<file path="src/inc/two_wire_pkg.sv">
// Register map, field layout and sequencer types of the two-wire master
package two_wire_pkg;
  // Register byte offsets
  localparam logic [7:0] OFF_CONTROL = 8'h00;
  localparam logic [7:0] OFF_MASTER_MODE = 8'h04;
  localparam logic [7:0] OFF_INTERNAL_ADDRESS = 8'h0C;
  localparam logic [7:0] OFF_CLOCK_WAVEFORM = 8'h10;
  localparam logic [7:0] OFF_STATUS = 8'h20;
  localparam logic [7:0] OFF_IRQ_ENABLE = 8'h24;
  localparam logic [7:0] OFF_IRQ_DISABLE = 8'h28;
  localparam logic [7:0] OFF_IRQ_MASK = 8'h2C;
  localparam logic [7:0] OFF_RX_HOLDING = 8'h30;
  localparam logic [7:0] OFF_TX_HOLDING = 8'h34;
  // Control register bits
  localparam int CTL_START_BIT = 0;
  localparam int CTL_STOP_BIT = 1;
  localparam int CTL_ENABLE_BIT = 2;
  localparam int CTL_DISABLE_BIT = 3;
  localparam int CTL_SOFT_RESET_BIT = 7;
  // Master mode and clock waveform fields
  localparam int MM_IADDR_SIZE_LSB = 8;
  localparam int MM_READ_DIR_BIT = 12;
  localparam int MM_SLAVE_ADDR_LSB = 16;
  localparam int CW_LOW_LSB = 0;
  localparam int CW_HIGH_LSB = 8;
  localparam int CW_EXP_LSB = 16;
  // Status bit positions and internal flag order
  localparam int ST_TRANSFER_COMPLETE_BIT = 0;
  localparam int ST_RECEIVE_READY_BIT = 1;
  localparam int ST_TRANSMIT_READY_BIT = 2;
  localparam int ST_NACK_BIT = 8;
  localparam logic [31:0] STATUS_FIXED = 32'h0000_0008;
  localparam int FLAG_TRANSFER_COMPLETE = 0;
  localparam int FLAG_RECEIVE_READY = 1;
  localparam int FLAG_TRANSMIT_READY = 2;
  localparam int FLAG_NACK = 3;
  // Waveform and framing constants
  localparam int DIV_OFFSET = 3;
  localparam int BYTE_W = 8;
  localparam logic [3:0] ACK_SLOT = 4'h8;
  localparam logic [7:0] RELEASE_BYTE = 8'hFF;
  localparam logic PIN_LOW = 1'b0;
  localparam logic HRESP_OKAY = 1'b0;

  typedef enum logic [2:0] {SQ_IDLE, SQ_START_A, SQ_START_B, SQ_BIT_LO, SQ_BIT_HI,
    SQ_RESTART, SQ_STOP_A, SQ_STOP_B} seq_state_t;
  typedef enum logic [1:0] {BK_ADDR, BK_IADDR, BK_WDATA, BK_RDATA} byte_kind_t;

  // Place the four flags at their status word positions
  function automatic logic [31:0] flags_to_word(input logic [3:0] f);
    logic [31:0] w;
    w = 32'h0000_0000;
    w[ST_TRANSFER_COMPLETE_BIT] = f[FLAG_TRANSFER_COMPLETE];
    w[ST_RECEIVE_READY_BIT] = f[FLAG_RECEIVE_READY];
    w[ST_TRANSMIT_READY_BIT] = f[FLAG_TRANSMIT_READY];
    w[ST_NACK_BIT] = f[FLAG_NACK];
    return w;
  endfunction

  function automatic logic [3:0] word_to_flags(input logic [31:0] w);
    return {w[ST_NACK_BIT], w[ST_TRANSMIT_READY_BIT], w[ST_RECEIVE_READY_BIT], w[ST_TRANSFER_COMPLETE_BIT]};
  endfunction

  // SCL phase length in clock cycles
  function automatic logic [15:0] half_period(input logic [7:0] div, input logic [2:0] e);
    return (16'(div) << e) + 16'(DIV_OFFSET);
  endfunction
endpackage

</file>
<file path="src/inc/two_wire_links_if.sv">
// Interfaces between the register slave, the SCL timer and the core
`timescale 1ns/1ps
interface reg_bus_if;
  logic wr;
  logic rd;
  logic [7:0] addr;
  logic [31:0] wdata;
  logic [31:0] rdata;
  modport slave_end (output wr, rd, addr, wdata, input rdata);
  modport core_end (input wr, rd, addr, wdata, output rdata);
endinterface

interface scl_timer_if #(parameter int DIV_W = 8, parameter int EXP_W = 3);
  logic run;
  logic high_sel;
  logic done;
  logic [DIV_W-1:0] low_div;
  logic [DIV_W-1:0] high_div;
  logic [EXP_W-1:0] exp;
  modport gen (input run, high_sel, low_div, high_div, exp, output done);
  modport user (output run, high_sel, low_div, high_div, exp, input done);
endinterface

</file>
<file path="src/logic/ahb_reg_slave.sv">
// AHB-Lite slave front end producing register strobes
`timescale 1ns/1ps
module ahb_reg_slave
  import two_wire_pkg::*;
  #(parameter int ADDR_W = 8)
(
  // Clock and reset
  input wire logic clock,
  input wire logic rst_n,
  // AHB-Lite
  input wire logic hsel,
  input wire logic [31:0] haddr,
  input wire logic [1:0] htrans,
  input wire logic hwrite,
  input wire logic [31:0] hwdata,
  input wire logic hready,
  output logic hreadyout,
  output logic hresp,
  output logic [31:0] hrdata,
  // Register side
  reg_bus_if.slave_end rb
);
  logic wr_q;
  logic rd_q;
  logic [ADDR_W-1:0] addr_q;
  logic accept;

  if (ADDR_W < 8 || ADDR_W > 32)
  begin : g_chk
    $error("ADDR_W must cover the register map");
  end

  // Address phase is taken only with hready high; NONSEQ and SEQ both start a transfer
  assign accept = hsel && htrans[1] && hready;
  assign rb.wr = wr_q;
  assign rb.rd = rd_q;
  assign rb.addr = 8'(addr_q);
  assign rb.wdata = hwdata;

  // Reads add one wait state so that hrdata comes from a flop
  always_ff @(posedge clock or negedge rst_n)
  begin
    if (!rst_n)
    begin
      wr_q <= 1'b0;
      rd_q <= 1'b0;
      addr_q <= '0;
      hreadyout <= 1'b1;
      hresp <= HRESP_OKAY;
      hrdata <= 32'h0000_0000;
    end
    else
    begin
      wr_q <= accept && hwrite;
      rd_q <= accept && !hwrite;
      if (accept)
        addr_q <= haddr[ADDR_W-1:0];
      hreadyout <= !(accept && !hwrite);
      hresp <= HRESP_OKAY;
      if (rd_q)
        hrdata <= rb.rdata;
    end
  end
endmodule

</file>
<file path="src/logic/scl_timer.sv">
// Counter that times one SCL low or high phase
`timescale 1ns/1ps
module scl_timer
  import two_wire_pkg::*;
  #(parameter int DIV_W = 8, parameter int EXP_W = 3, parameter int CNT_W = 16)
(
  // Clock and reset
  input wire logic clock,
  input wire logic rst_n,
  // Timing request and phase end
  scl_timer_if.gen tm
);
  logic [CNT_W-1:0] cnt_q;
  logic [CNT_W-1:0] per;

  if (CNT_W < DIV_W + (2 ** EXP_W))
  begin : g_chk
    $error("CNT_W too narrow for the longest phase");
  end

  function automatic logic [CNT_W-1:0] phase_len(input logic [DIV_W-1:0] div, input logic [EXP_W-1:0] e);
    return (CNT_W'(div) << e) + CNT_W'(DIV_OFFSET);
  endfunction

  // Phase length: divider scaled by the exponent, plus the fixed offset
  assign per = tm.high_sel ? phase_len(tm.high_div, tm.exp) : phase_len(tm.low_div, tm.exp);
  assign tm.done = tm.run && (cnt_q == per - 1'b1);

  // Restarts at zero on each phase end so every step lasts exactly per cycles
  always_ff @(posedge clock or negedge rst_n)
  begin
    if (!rst_n)
      cnt_q <= '0;
    else if (!tm.run || tm.done)
      cnt_q <= '0;
    else
      cnt_q <= cnt_q + 1'b1;
  end
endmodule

</file>
<file path="src/logic/two_wire_master_regs.sv">
// Two-wire master controller with its AHB-Lite register file
// Contract
// - Start bit write begins a frame with START formatted by master mode.
// - In write direction a transmit holding write starts the frame.
// - Stop request in read mode sends STOP after the current byte.
// - A not-acknowledge in read mode makes the device send STOP itself.
// - Write frame ends with STOP once holding and shift registers are empty.
// - Enable bit enables transfers only if disable bit is zero alongside.
// - Disable takes effect only after pending data finishes.
// - Soft reset bit seven resets the block like a system reset.
// - Two-bit size field selects zero to three internal address bytes.
// - Direction bit twelve selects write or read and the R/W bit.
// - Slave address field bits 22:16 is sent to select the slave.
// - Internal address register supplies the selected bytes, low byte too.
// - SCL low lasts low divider shifted by exponent plus three cycles.
// - SCL high lasts high divider shifted by exponent plus three cycles.
// - Transfer complete is zero during a frame, one after STOP or enable; here a not-acknowledge sets it before its STOP is sent.
// - Receive ready sets on a received byte, clears on holding read.
// - Transmit ready clears on holding write, sets on load, nack, enable.
// - Not-acknowledge flag sets with transfer complete, clears on status read.
// - Interrupt enable write ones enable the matching interrupts.
// - Interrupt disable write ones disable the matching interrupts.
// - Interrupt mask reads one for each enabled interrupt.
// - Data line is released and sampled in the ninth pulse for acknowledge.
//
// Local design decision: the AHB-Lite register port.
`timescale 1ns/1ps
module two_wire_master_regs
  import two_wire_pkg::*;
(
  // Clock and reset
  input wire logic clock,
  input wire logic rst_n,
  // AHB-Lite slave
  input wire logic hsel,
  input wire logic [31:0] haddr,
  input wire logic [1:0] htrans,
  input wire logic hwrite,
  input wire logic [2:0] hsize,
  input wire logic [31:0] hwdata,
  input wire logic hready,
  output logic hreadyout,
  output logic hresp,
  output logic [31:0] hrdata,
  // Two-wire pins, open drain
  input wire logic scl_in,
  output logic scl_out,
  output logic scl_oe,
  input wire logic sda_in,
  output logic sda_out,
  output logic sda_oe,
  // Interrupt
  output logic irq
);
  reg_bus_if rb ();
  scl_timer_if #(.DIV_W(BYTE_W), .EXP_W(3)) tm ();

  logic srst_q;
  logic core_rst_n;
  logic [1:0] iaddr_size_q;
  logic read_direction_q;
  logic [6:0] slave_address_q;
  logic [23:0] iaddr_q;
  logic [7:0] low_divider_q;
  logic [7:0] high_divider_q;
  logic [2:0] clock_exponent_q;
  logic [3:0] flags_q;
  logic [3:0] imr_q;
  logic [7:0] rhr_q;
  logic [7:0] thr_q;
  logic thr_full_q;
  logic en_q;
  logic dis_pend_q;
  logic stop_req_q;
  seq_state_t state_q, state_d;
  byte_kind_t kind_q, kind_d;
  logic [3:0] bit_q, bit_d;
  logic [7:0] sh_q, sh_d;
  logic [1:0] left_q, left_d;
  logic rd_phase_q, rd_phase_d;
  logic ev_rx, ev_take, ev_nack, ev_done;

  // Register strobes
  logic wr_ctl, wr_mm, wr_ia, wr_cw, wr_ier, wr_idr, wr_thr, rd_status, rd_rhr;
  logic start_cmd, stop_cmd, en_set, dis_cmd, go, idle_quiet, byte_end, addr_rw;
  logic [7:0] iaddr_byte;
  logic [3:0] set_v, clr_v;
  logic sda_drive, sda_oe_d;

  ahb_reg_slave #(.ADDR_W(8)) u_bus (
    .clock(clock),
    .rst_n(rst_n),
    .hsel(hsel),
    .haddr(haddr),
    .htrans(htrans),
    .hwrite(hwrite),
    .hwdata(hwdata),
    .hready(hready),
    .hreadyout(hreadyout),
    .hresp(hresp),
    .hrdata(hrdata),
    .rb(rb)
  );

  scl_timer #(.DIV_W(BYTE_W), .EXP_W(3), .CNT_W(16)) u_timer (
    .clock(clock),
    .rst_n(core_rst_n),
    .tm(tm)
  );

  // Soft reset drops the core reset for one cycle; the bus slave stays alive
  assign core_rst_n = rst_n & ~srst_q;
  always_ff @(posedge clock or negedge rst_n)
  begin
    if (!rst_n)
      srst_q <= 1'b0;
    else
      srst_q <= rb.wr && rb.addr == OFF_CONTROL && rb.wdata[CTL_SOFT_RESET_BIT];
  end

  // Address decode; only word-aligned offsets match, others read zero
  assign wr_ctl = rb.wr && rb.addr == OFF_CONTROL;
  assign wr_mm = rb.wr && rb.addr == OFF_MASTER_MODE;
  assign wr_ia = rb.wr && rb.addr == OFF_INTERNAL_ADDRESS;
  assign wr_cw = rb.wr && rb.addr == OFF_CLOCK_WAVEFORM;
  assign wr_ier = rb.wr && rb.addr == OFF_IRQ_ENABLE;
  assign wr_idr = rb.wr && rb.addr == OFF_IRQ_DISABLE;
  assign wr_thr = rb.wr && rb.addr == OFF_TX_HOLDING;
  assign rd_status = rb.rd && rb.addr == OFF_STATUS;
  assign rd_rhr = rb.rd && rb.addr == OFF_RX_HOLDING;

  // Control commands; zero bits do nothing
  assign start_cmd = wr_ctl && rb.wdata[CTL_START_BIT];
  assign stop_cmd = wr_ctl && rb.wdata[CTL_STOP_BIT];
  assign en_set = wr_ctl && rb.wdata[CTL_ENABLE_BIT] && !rb.wdata[CTL_DISABLE_BIT];
  assign dis_cmd = wr_ctl && rb.wdata[CTL_DISABLE_BIT];

  // Frame launch and disable completion
  assign go = en_q && state_q == SQ_IDLE && (start_cmd || (!read_direction_q && thr_full_q));
  assign idle_quiet = state_q == SQ_IDLE && !go && !(thr_full_q && !read_direction_q);
  assign byte_end = state_q == SQ_BIT_HI && tm.done && bit_q == ACK_SLOT;
  // With an internal address a read first addresses the slave for writing
  assign addr_rw = read_direction_q && (iaddr_size_q == 2'h0 || rd_phase_q);
  assign iaddr_byte = iaddr_q[{left_q - 2'h1, 3'h0} +: BYTE_W];

  // Timer hookup: one step of the sequencer lasts one SCL phase
  assign tm.run = state_q != SQ_IDLE;
  assign tm.high_sel = state_q inside {SQ_START_A, SQ_START_B, SQ_BIT_HI, SQ_STOP_B};
  assign tm.low_div = low_divider_q;
  assign tm.high_div = high_divider_q;
  assign tm.exp = clock_exponent_q;

  // Byte and bit sequencer
  always_comb
  begin
    state_d = state_q;
    kind_d = kind_q;
    bit_d = bit_q;
    sh_d = sh_q;
    left_d = left_q;
    rd_phase_d = rd_phase_q;
    ev_rx = 1'b0;
    ev_take = 1'b0;
    ev_nack = 1'b0;
    ev_done = 1'b0;
    unique case (state_q)
      SQ_IDLE:
        if (go)
        begin
          state_d = SQ_START_A;
          left_d = iaddr_size_q;
          rd_phase_d = 1'b0;
        end
      SQ_START_A:
        if (tm.done)
          state_d = SQ_START_B;
      SQ_START_B:
        if (tm.done)
        begin
          state_d = SQ_BIT_LO;
          kind_d = BK_ADDR;
          bit_d = 4'h0;
          sh_d = {slave_address_q, addr_rw};
        end
      SQ_BIT_LO:
        if (tm.done)
          state_d = SQ_BIT_HI;
      SQ_BIT_HI:
        if (tm.done && bit_q != ACK_SLOT)
        begin
          state_d = SQ_BIT_LO;
          bit_d = bit_q + 4'h1;
          sh_d = {sh_q[6:0], sda_in};
        end
        else if (tm.done)
        begin
          state_d = SQ_BIT_LO;
          bit_d = 4'h0;
          if (kind_q == BK_RDATA)
          begin
            ev_rx = 1'b1;
            sh_d = RELEASE_BYTE;
            if (stop_req_q)
              state_d = SQ_STOP_A;
          end
          else if (sda_in)
          begin
            ev_nack = 1'b1;
            state_d = SQ_STOP_A;
          end
          else if (kind_q == BK_ADDR && addr_rw)
          begin
            kind_d = BK_RDATA;
            sh_d = RELEASE_BYTE;
          end
          else if (kind_q != BK_WDATA && left_q != 2'h0)
          begin
            kind_d = BK_IADDR;
            sh_d = iaddr_byte;
            left_d = left_q - 2'h1;
          end
          else if (read_direction_q)
          begin
            state_d = SQ_RESTART;
            rd_phase_d = 1'b1;
          end
          else if (thr_full_q)
          begin
            kind_d = BK_WDATA;
            sh_d = thr_q;
            ev_take = 1'b1;
          end
          else
            state_d = SQ_STOP_A;
        end
      SQ_RESTART:
        if (tm.done)
          state_d = SQ_START_A;
      SQ_STOP_A:
        if (tm.done)
          state_d = SQ_STOP_B;
      SQ_STOP_B:
        if (tm.done)
        begin
          state_d = SQ_IDLE;
          ev_done = 1'b1;
        end
    endcase
  end

  // SDA only changes while SCL is low, except for START and STOP, so a late stop request never makes a false condition
  assign sda_drive = (state_d inside {SQ_START_B, SQ_STOP_A, SQ_STOP_B})
    || (state_d == SQ_BIT_LO && bit_d != ACK_SLOT && !sh_d[7])
    || (state_d == SQ_BIT_LO && bit_d == ACK_SLOT && kind_d == BK_RDATA && !stop_req_q);
  assign sda_oe_d = state_d == SQ_BIT_HI ? sda_oe : sda_drive;

  // Sequencer registers and pin drivers
  always_ff @(posedge clock or negedge core_rst_n)
  begin
    if (!core_rst_n)
    begin
      state_q <= SQ_IDLE;
      kind_q <= BK_ADDR;
      bit_q <= 4'h0;
      sh_q <= RELEASE_BYTE;
      left_q <= 2'h0;
      rd_phase_q <= 1'b0;
      scl_oe <= 1'b0;
      sda_oe <= 1'b0;
      scl_out <= PIN_LOW;
      sda_out <= PIN_LOW;
    end
    else
    begin
      state_q <= state_d;
      kind_q <= kind_d;
      bit_q <= bit_d;
      sh_q <= sh_d;
      left_q <= left_d;
      rd_phase_q <= rd_phase_d;
      scl_oe <= state_d inside {SQ_BIT_LO, SQ_RESTART, SQ_STOP_A};
      sda_oe <= sda_oe_d;
      scl_out <= PIN_LOW;
      sda_out <= PIN_LOW;
    end
  end

  // Flag events; a set in the same cycle as its clear wins
  assign set_v = {ev_nack, ev_take | ev_nack | en_set, ev_rx, ev_done | ev_nack | en_set};
  assign clr_v = {rd_status, wr_thr, rd_rhr, go};

  // Software-written configuration
  always_ff @(posedge clock or negedge core_rst_n)
  begin
    if (!core_rst_n)
    begin
      {slave_address_q, read_direction_q, iaddr_size_q} <= '0;
      iaddr_q <= 24'h00_0000;
      {clock_exponent_q, high_divider_q, low_divider_q} <= '0;
      imr_q <= 4'h0;
    end
    else
    begin
      if (wr_mm)
        {slave_address_q, read_direction_q, iaddr_size_q} <= {rb.wdata[MM_SLAVE_ADDR_LSB +: 7],
          rb.wdata[MM_READ_DIR_BIT], rb.wdata[MM_IADDR_SIZE_LSB +: 2]};
      if (wr_ia)
        iaddr_q <= rb.wdata[23:0];
      if (wr_cw)
        {clock_exponent_q, high_divider_q, low_divider_q} <= {rb.wdata[CW_EXP_LSB +: 3],
          rb.wdata[CW_HIGH_LSB +: 8], rb.wdata[CW_LOW_LSB +: 8]};
      imr_q <= (imr_q & ~({4{wr_idr}} & word_to_flags(rb.wdata))) | ({4{wr_ier}} & word_to_flags(rb.wdata));
    end
  end

  // Status, holding registers, enable and the interrupt line
  always_ff @(posedge clock or negedge core_rst_n)
  begin
    if (!core_rst_n)
    begin
      flags_q <= 4'h0;
      rhr_q <= 8'h00;
      thr_q <= 8'h00;
      thr_full_q <= 1'b0;
      en_q <= 1'b0;
      dis_pend_q <= 1'b0;
      stop_req_q <= 1'b0;
      irq <= 1'b0;
    end
    else
    begin
      flags_q <= (flags_q & ~clr_v) | set_v;
      if (ev_rx)
        rhr_q <= sh_q;
      if (wr_thr)
        thr_q <= rb.wdata[7:0];
      thr_full_q <= wr_thr | (thr_full_q & ~ev_take & ~ev_nack); // a refused byte is dropped, no endless retry
      en_q <= en_set | (en_q & ~(dis_pend_q & idle_quiet));
      dis_pend_q <= dis_cmd | (dis_pend_q & en_q & ~en_set);
      stop_req_q <= stop_cmd | (stop_req_q & ~ev_done);
      irq <= |(flags_q & imr_q);
    end
  end

  // Read data selection
  always_comb
  begin
    case (rb.addr)
      OFF_MASTER_MODE:
        rb.rdata = {9'h000, slave_address_q, 3'h0, read_direction_q, 2'h0, iaddr_size_q, 8'h00};
      OFF_INTERNAL_ADDRESS:
        rb.rdata = {8'h00, iaddr_q};
      OFF_CLOCK_WAVEFORM:
        rb.rdata = {13'h0000, clock_exponent_q, high_divider_q, low_divider_q};
      OFF_STATUS:
        rb.rdata = flags_to_word(flags_q) | STATUS_FIXED;
      OFF_IRQ_MASK:
        rb.rdata = flags_to_word(imr_q);
      OFF_RX_HOLDING:
        rb.rdata = {24'h00_0000, rhr_q};
      OFF_TX_HOLDING:
        rb.rdata = {24'h00_0000, thr_q};
      default:
        rb.rdata = 32'h0000_0000;
    endcase
  end

  // Checks on the sequencer, flags and waveform
  logic [15:0] lo_cnt_q, st_cnt_q;
  always_ff @(posedge clock or negedge core_rst_n)
  begin
    if (!core_rst_n)
    begin
      lo_cnt_q <= 16'h0000;
      st_cnt_q <= 16'h0000;
    end
    else
    begin
      lo_cnt_q <= scl_oe ? lo_cnt_q + 16'h0001 : 16'h0000;
      st_cnt_q <= state_d != state_q ? 16'h0000 : st_cnt_q + 16'h0001;
    end
  end
endmodule
</file>
<file path="config.mk">
export PLATFORM = sky130hd
export DESIGN_NAME = two_wire_master_regs
export DESIGN_NICKNAME = d
export VERILOG_FILES = /design/src/inc/two_wire_pkg.sv /design/src/inc/two_wire_links_if.sv /design/src/logic/ahb_reg_slave.sv /design/src/logic/scl_timer.sv /design/src/logic/two_wire_master_regs.sv
export SDC_FILE = /design/constraint.sdc
export NUM_CORES = 1
export LEC_CHECK = 0
export BUFFER_PORTS_ARGS = -buffer_cell sky130_fd_sc_hd__clkbuf_2
export CAP_MARGIN = 10
export CORE_UTILIZATION = 35
export DETAILED_ROUTE_END_ITERATION = 7
export GPL_ROUTABILITY_DRIVEN = 0
export PLACE_DENSITY_LB_ADDON = 0.3
export REMOVE_ABC_BUFFERS = 1
export SLEW_MARGIN = 20
export SYNTH_ARGS = -nofsm -noshare
export SYNTH_HDL_FRONTEND = slang
export SYNTH_HIERARCHICAL = 1
export SYNTH_SLANG_ARGS = --single-unit
</file>
<file path="constraint.sdc">
create_clock -name clock -period 9.2 [get_ports clock]
set_clock_uncertainty 0.05 [all_clocks]
set_input_delay 0.46 -clock clock [delete_from_list [all_inputs] [get_ports clock]]
set_output_delay 0.46 -clock clock [all_outputs]
set_load 0.02 [all_outputs]
</file>
======== Yosys cells after proc, flatten, opt, wreduce, memory -nomap -nowiden ========
Index checks and enable logic that the tools add are counted.
word-level totals
  bits of input ports ..................... 76
  flip-flop bits (word level) ............. 164
  output and inout bits ................... 39
operators by class
  add/subtract/negate cells ............... 6
  multiplexer cells ....................... 80
  eq/ne operators ......................... 43
  bitwise gates (word level) .............. 31
  shift operators ......................... 3
  reduce and logical (&&, ||, !) cells .... 63
operators by type and width
  kind                                                count
  one-hot mux 24 bit (7 select lines)                 1
  2-to-1 mux 8 bit                                    9
  == test 8 x 6 -> 1 bit, second input constant       6
  2-to-1 mux 3 bit                                    16
  logical AND 1 bit                                   34
  adder 16 x 2 -> 16 bit, second input constant       2
  2-to-1 mux 16 bit                                   2
  2-to-1 mux 2 bit                                    16
  << shifter 8 x 3 -> 16 bit                          2
  2-to-1 mux 1 bit                                    28
  == test 3 bit, second input constant                8
  one-hot mux 3 bit (8 select lines)                  1
  indexed part select 24 x 6 -> 8 bit                 1
  bitwise AND 4 bit                                   5
  != test 2 bit, second input constant                10
  adder 16 x 1 -> 16 bit, second input constant       1
  == test 16 bit                                      1
  one-hot mux 8 bit (2 select lines)                  1
  subtractor 16 x 1 -> 16 bit, second input constant  1
  == test 3 x 2 -> 1 bit, second input constant       4
  != test 6 x 2 -> 1 bit, second input constant       2
  zero test 1 bit                                     9
  AND reduction 9 bit                                 1
  nonzero test 3 bit                                  3
  other kinds (30)                                    62

======== Logic depth before layout (Yosys ltp) ========
  word-level depth ........................ 15
  gate-level depth with buffers ........... 25
  mapped depth without buffers ............ 21

======== Hierarchy ========
The synthesis kept the hierarchy.
modules (own cells, without submodules)
  module                sequential area each (um^2)  area an instance (um^2)  times used  cells each
  two_wire_master_regs  2637.5                       5718.0                   1           501
  scl_timer             400.4                        2250.9                   1           271
  ahb_reg_slave         1077.3                       2028.2                   1           127

======== Worst setup path before layout ========
OpenSTA, ideal clock, no wires.
  path kind ............................... flip-flop to flip-flop
  from .................................... register state_q[1]
  to ...................................... register sda_oe
  stages on the path, launching flop included .. 25
  path buffers ............................ 5
  path slack .............................. 3.232 ns
  data arrival time ....................... 5.785 ns
  library setup time ...................... 0.133 ns
  path through ............................ dfrtp_1 -> buf_6 -> xnor2_1 -> xnor2_1 -> buf_6 -> buf_12 -> mux2_2 -> o211ai_1 -> ha_1 -> clkbuf_1 -> a2bb2oi_1 -> o2111ai_1 -> a21bo_2 -> xnor3_1 -> or4_1 -> or4b_4 -> nor4_4 -> and2_1 -> and4bb_1 -> buf_4 -> nor2_1 -> and2_1 -> a211o_1 -> nand4b_1 -> nand4_1
RTL lines
  item                                                          RTL line                                                  text
  start, declared                                               two_wire_master_regs.sv:75                                seq_state_t state_q, state_d;
  start signal, assigned                                        two_wire_master_regs.sv:275                               state_q <= state_d;
  == test 3 x 1 -> 1 bit, or another cell as far along          two_wire_master_regs.sv:148                               assign tm.high_sel = state_q inside {SQ_START_A, SQ_START_B, SQ_BIT_HI, SQ_STOP_B};
  nonzero test 4 bit (*)                                        two_wire_master_regs.sv:148
  via tm.high_sel                                               two_wire_links_if.sv:15                                   logic high_sel;
  2-to-1 mux 16 bit (*)                                         scl_timer.sv:26                                           assign per = tm.high_sel ? phase_len(tm.high_div, tm.exp) : phase_len(tm.low_div, tm.exp);
  subtractor 16 x 1 -> 16 bit (*)                               scl_timer.sv:27                                           assign tm.done = tm.run && (cnt_q == per - 1'b1);
  == test 16 bit (*)                                            scl_timer.sv:27
  logical AND 1 bit (*)                                         scl_timer.sv:27
  via tm.done                                                   two_wire_links_if.sv:16                                   logic done;
  2-to-1 mux 2 bit / logical AND 1 bit (equally long branches)  two_wire_master_regs.sv:195, two_wire_master_regs.sv:189
  2-to-1 mux 2 bit                                              two_wire_master_regs.sv:189                               if (tm.done && bit_q != ACK_SLOT)
  one-hot mux 2 bit (2 select lines) (*)                        two_wire_master_regs.sv:166                               unique case (state_q)
  via kind_d[1]                                                 two_wire_master_regs.sv:76                                byte_kind_t kind_q, kind_d;
  == test 2 bit (*)                                             two_wire_master_regs.sv:254                               || (state_d == SQ_BIT_LO && bit_d == ACK_SLOT && kind_d == BK_RDATA && !stop_req_q);
  logical AND 1 bit (*) (2 in series)                           two_wire_master_regs.sv:254
  logical OR 1 bit (*)                                          two_wire_master_regs.sv:254
  end signal, assigned                                          two_wire_master_regs.sv:282                               sda_oe <= sda_oe_d;
  end, declared                                                 two_wire_master_regs.sv:51                                output logic sda_oe,
Mark *: on every way through the listed nets, which the timed path passes. The rest lies on a longest branch. The select of a mux whose other input is x is not followed.
A chain may end at the register's enable or synchronous reset.

======== Final worst setup path ========
  from .................................... register state_q[1]
  to ...................................... register rhr_q[7]
between the ends
  cells in the longest elaborated chain, start to end .. 9
ends and longest elaborated chain
  item                                                          RTL line                                                  text
  == test 3 x 1 -> 1 bit, or another cell as far along          two_wire_master_regs.sv:148
  nonzero test 4 bit (*)                                        two_wire_master_regs.sv:148
  via tm.high_sel                                               two_wire_links_if.sv:15
  2-to-1 mux 16 bit (*)                                         scl_timer.sv:26
  subtractor 16 x 1 -> 16 bit (*)                               scl_timer.sv:27
  == test 16 bit (*)                                            scl_timer.sv:27
  logical AND 1 bit (*)                                         scl_timer.sv:27
  via tm.done                                                   two_wire_links_if.sv:16
  2-to-1 mux 1 bit / logical AND 1 bit (equally long branches)  two_wire_master_regs.sv:195, two_wire_master_regs.sv:189
  2-to-1 mux 1 bit (*)                                          two_wire_master_regs.sv:189
  2-to-1 mux 1 bit (*)                                          two_wire_master_regs.sv:166
  end signal, assigned                                          two_wire_master_regs.sv:334                               rhr_q <= sh_q;
  end, declared                                                 two_wire_master_regs.sv:69                                logic [7:0] rhr_q;
Mark *: on every way through the listed nets, which the timed path passes. The rest lies on a longest branch.

==> metrics.csv <==
stage;metric;value;unit
run_status;outcome;finished, final reports clean;
layout;register area;4116;µm²
detailed_routing;vias per cell;5.348;
worst_setup_path;worst reg2reg setup slack;1.84;ns
clock_network;clock sink count;164;
clock_network;clk_lat worst skew;0.43;ns
sta;setup TNS;0;ns
sta;setup repair after global routing missed its margin;no;
sta;Hold Fails Final Rpt;0;
clock_network;Bufs on Longest Clock Path;2;
detailed_routing;WL final;24.62;mm
clock_network;CTS H-tree depth;4;
layout;post-layout instance count excluding filler cells;1323;
worst_setup_path;Critical Path RT;9.46;ns
detailed_routing;routed length per placed instance;18.61;µm
sta;Final Slew Violations;0;
yosys;Syn Inst Count;891;
worst_setup_path;CP peak stage delay;0.86;ns
power_and_ir_drop;PwrDens;191.0;nW/µm²
worst_setup_path;WS Path Type;reg -> reg;
worst_setup_path;Slowest cell on crit path;nor3_2;
sta;Setup Viol. Count Final;0;
yosys;Synth Area per Inst;11.15;µm²
clock_network;CTS tree;done;
placement;post-DP HPWL;17.47;mm
sta;period utilization;79.97;%
worst_setup_path;crit path cell chain;xnor2_1, xnor2_2, buf_4, mux2_2, o211ai_1, ha_1, a2bb2oi_1, o2111ai_1, a21bo_2, xnor3_1, or4_1, or4b_4, nor4_4, buf_4, and2_1, nand4bb_4, nor3_2, mux2_2;
yosys;synthesized area;9937;µm²
detailed_routing;antenna viol nets, final;0;
die;Initial Util;35.67;%
clock_network;Worst-path clk slew;0.07;ns
layout;# diodes;0;
global_route;antenna violations before repair;0;
worst_setup_path;Worst setup EP type;register;
die;core area;27860;µm²
layout;footprint of the multi-input gates;5263;µm²
power_and_ir_drop;Comb pwr share;25.8;%
placement;placed cell count;1291;
sta;Max-slew headroom;27.54;%
yosys;yosys warns;6;
die;DIE WIDTH;170.5;µm
detailed_routing;drt drc;0;
power_and_ir_drop;clock share of power;32.3;%
clock_network;postcts setup bufs;0;
detailed_routing;vias;7076;
placement;number of port buffers;74;
sta;worst slew pin tran;1.086;ns
global_route;grt total ovfl;0;
die;Die ar.;29070;µm²
worst_setup_path;Worst Setup Start Kind;register;
layout;layout cells sized above 1;31.22;%
power_and_ir_drop;register share of total power;41.9;%
worst_setup_path;CP arrival;7.61;ns
job;Max Cap Viol;0;
layout;Area Overhead vs Synth;9.696;%
layout;final net count;1014;
clock_network;post-CTS resize count;0;
global_route;vias in the first global route;7030;
global_route;first-pass GRT wire length;39.56;mm
sta;f_max;0.1359;GHz
power_and_ir_drop;Leak;4.757;nW
die;Die Ht;170.5;µm
clock_network;clock root cell;clkbuf_16;
worst_hold_path;Hold Crit Class;in -> async;
power_and_ir_drop;Sw Pwr;0.0006835;W
global_route;largest net degree at the start of global routing;67;
worst_setup_path;Crit Path Max Fanout;19;
power_and_ir_drop;VDD IR max;0.0001316;V
clock_network;number of hold buffers added after cts;0;
power_and_ir_drop;Sw Share;32.83;%
global_route;gr usage total;17.72;%
layout;Layout fillers;2744;
layout;Final Core Density;39.13;%
die;num rows;61;
sta;fin crit period;7.357;ns
die;I/O pins;115;
detailed_routing;Initial DRC Count;467;
power_and_ir_drop;Internal;0.001398;W
clock_network;CTS buffer count;17;
detailed_routing;drt pass-1 iters;5;
[cells in the final DEF (no fill, tap or decap), drive strengths merged, types with 5 or more instances in the layout]
cell type / count
dfrtp: 155
mux2: 122
clkbuf: 94
nand2: 70
nor2: 54
nand3: 35
a22oi: 32
o21ai: 28
xnor2: 26
inv: 26
mux2i: 22
xor2: 16
a22o: 16
a21oi: 15
and2: 12
a31oi: 11
conb: 11
nor2b: 11
o211ai: 10
nor3: 10
dfstp: 9
o22ai: 9
and3: 8
a222oi: 7
buf: 7
mux4: 7
nand4: 7
o2bb2ai: 6
nor3b: 6
a21o: 6
ha: 6
clkinv: 6
nand3b: 5
[stage by stage]
stage	cell area [µm²]	setup WS, ns	power [W]	hold WS, ns
6_report	10900	1.843	0.002082	0.04373
5_1_grt	10900	1.417	0.002199	0.1156
4_1_cts	10900	1.858	0.002103	0.07514
3_5_place_dp	10360	1.887	0.001423	0.4380
3_3_place_gp	10360	1.958	0.001416	0.4351
2_1_floorplan	9445	1.324	0.001289	0.1144
[flip-flops by register name, indices dropped and copies added (netlist names), 2 cells and up]
register / count
iaddr_q: 24
imr_q: 4
u_timer/cnt_q: 16
rhr_q: 8
u_bus/rb.addr: 8
bit_q: 4
iaddr_size_q: 2
thr_q: 8
state_q: 3
flags_q: 4
kind_q: 2
u_bus/hrdata: 32
high_divider_q: 8
sh_q: 8
clock_exponent_q: 3
low_divider_q: 8
slave_address_q: 7
left_q: 2
[routing by layer]
layer	share of wire (%)	track usage (%)	wire length, µm
met4	0.95	4.544	233
met3	5.0	3.817	1230
met2	47	28.26	11480
met5	0	0	0
met1	47	24.31	11670
[final cells by class]
cell class              count  area share [%]
clock buffers              20           4.098
multi-input cells         646           48.28
flip-flops and latches    164           37.76
repair buffers             81           3.880
well taps                 378           4.339
inverters                  22          0.7576
clock inverters            12          0.8838
[power groups by stage]
stage | Sequential [W] | Combinational (W) | Clock (W)
6_report | 0.000872 | 0.000538 | 0.000671
2_1_floorplan | 0.000872 | 0.000417 | 0
4_1_cts | 0.000872 | 0.000541 | 0.000690
3_5_place_dp | 0.000884 | 0.000539 | 0
5_1_grt | 0.000883 | 0.000597 | 0.000719
3_3_place_gp | 0.000883 | 0.000534 | 0
[path summary, 6_finish.rpt]
check	start	to	cells after the start
setup / recovery	state_q[1]	rhr_q[7]	18
hold / removal	rst_n	u_bus/hrdata[3]	2
setup reg to reg	state_q[1]	rhr_q[7]	18
hold reg to reg	rhr_q[7]	rhr_q[7]	1
max in group asynchronous	rst_n	u_timer/cnt_q[10]	4
min in group clock	hwrite	u_bus/rb.rd	2
[critical path: cells and delay by family (launching register included)]
family | cells | cell delay, ns
DFF | 1 | 0.58
buffers and inverters | 2 | 0.57
adders and majority gates | 1 | 0.35
and+or+nand+nor | 6 | 3.20
muxes | 2 | 0.84
AOI/OAI and AO/OA | 4 | 0.92
xor gates and xnor gates | 3 | 0.69
Note: power is estimated with default switching activity, not from simulation.
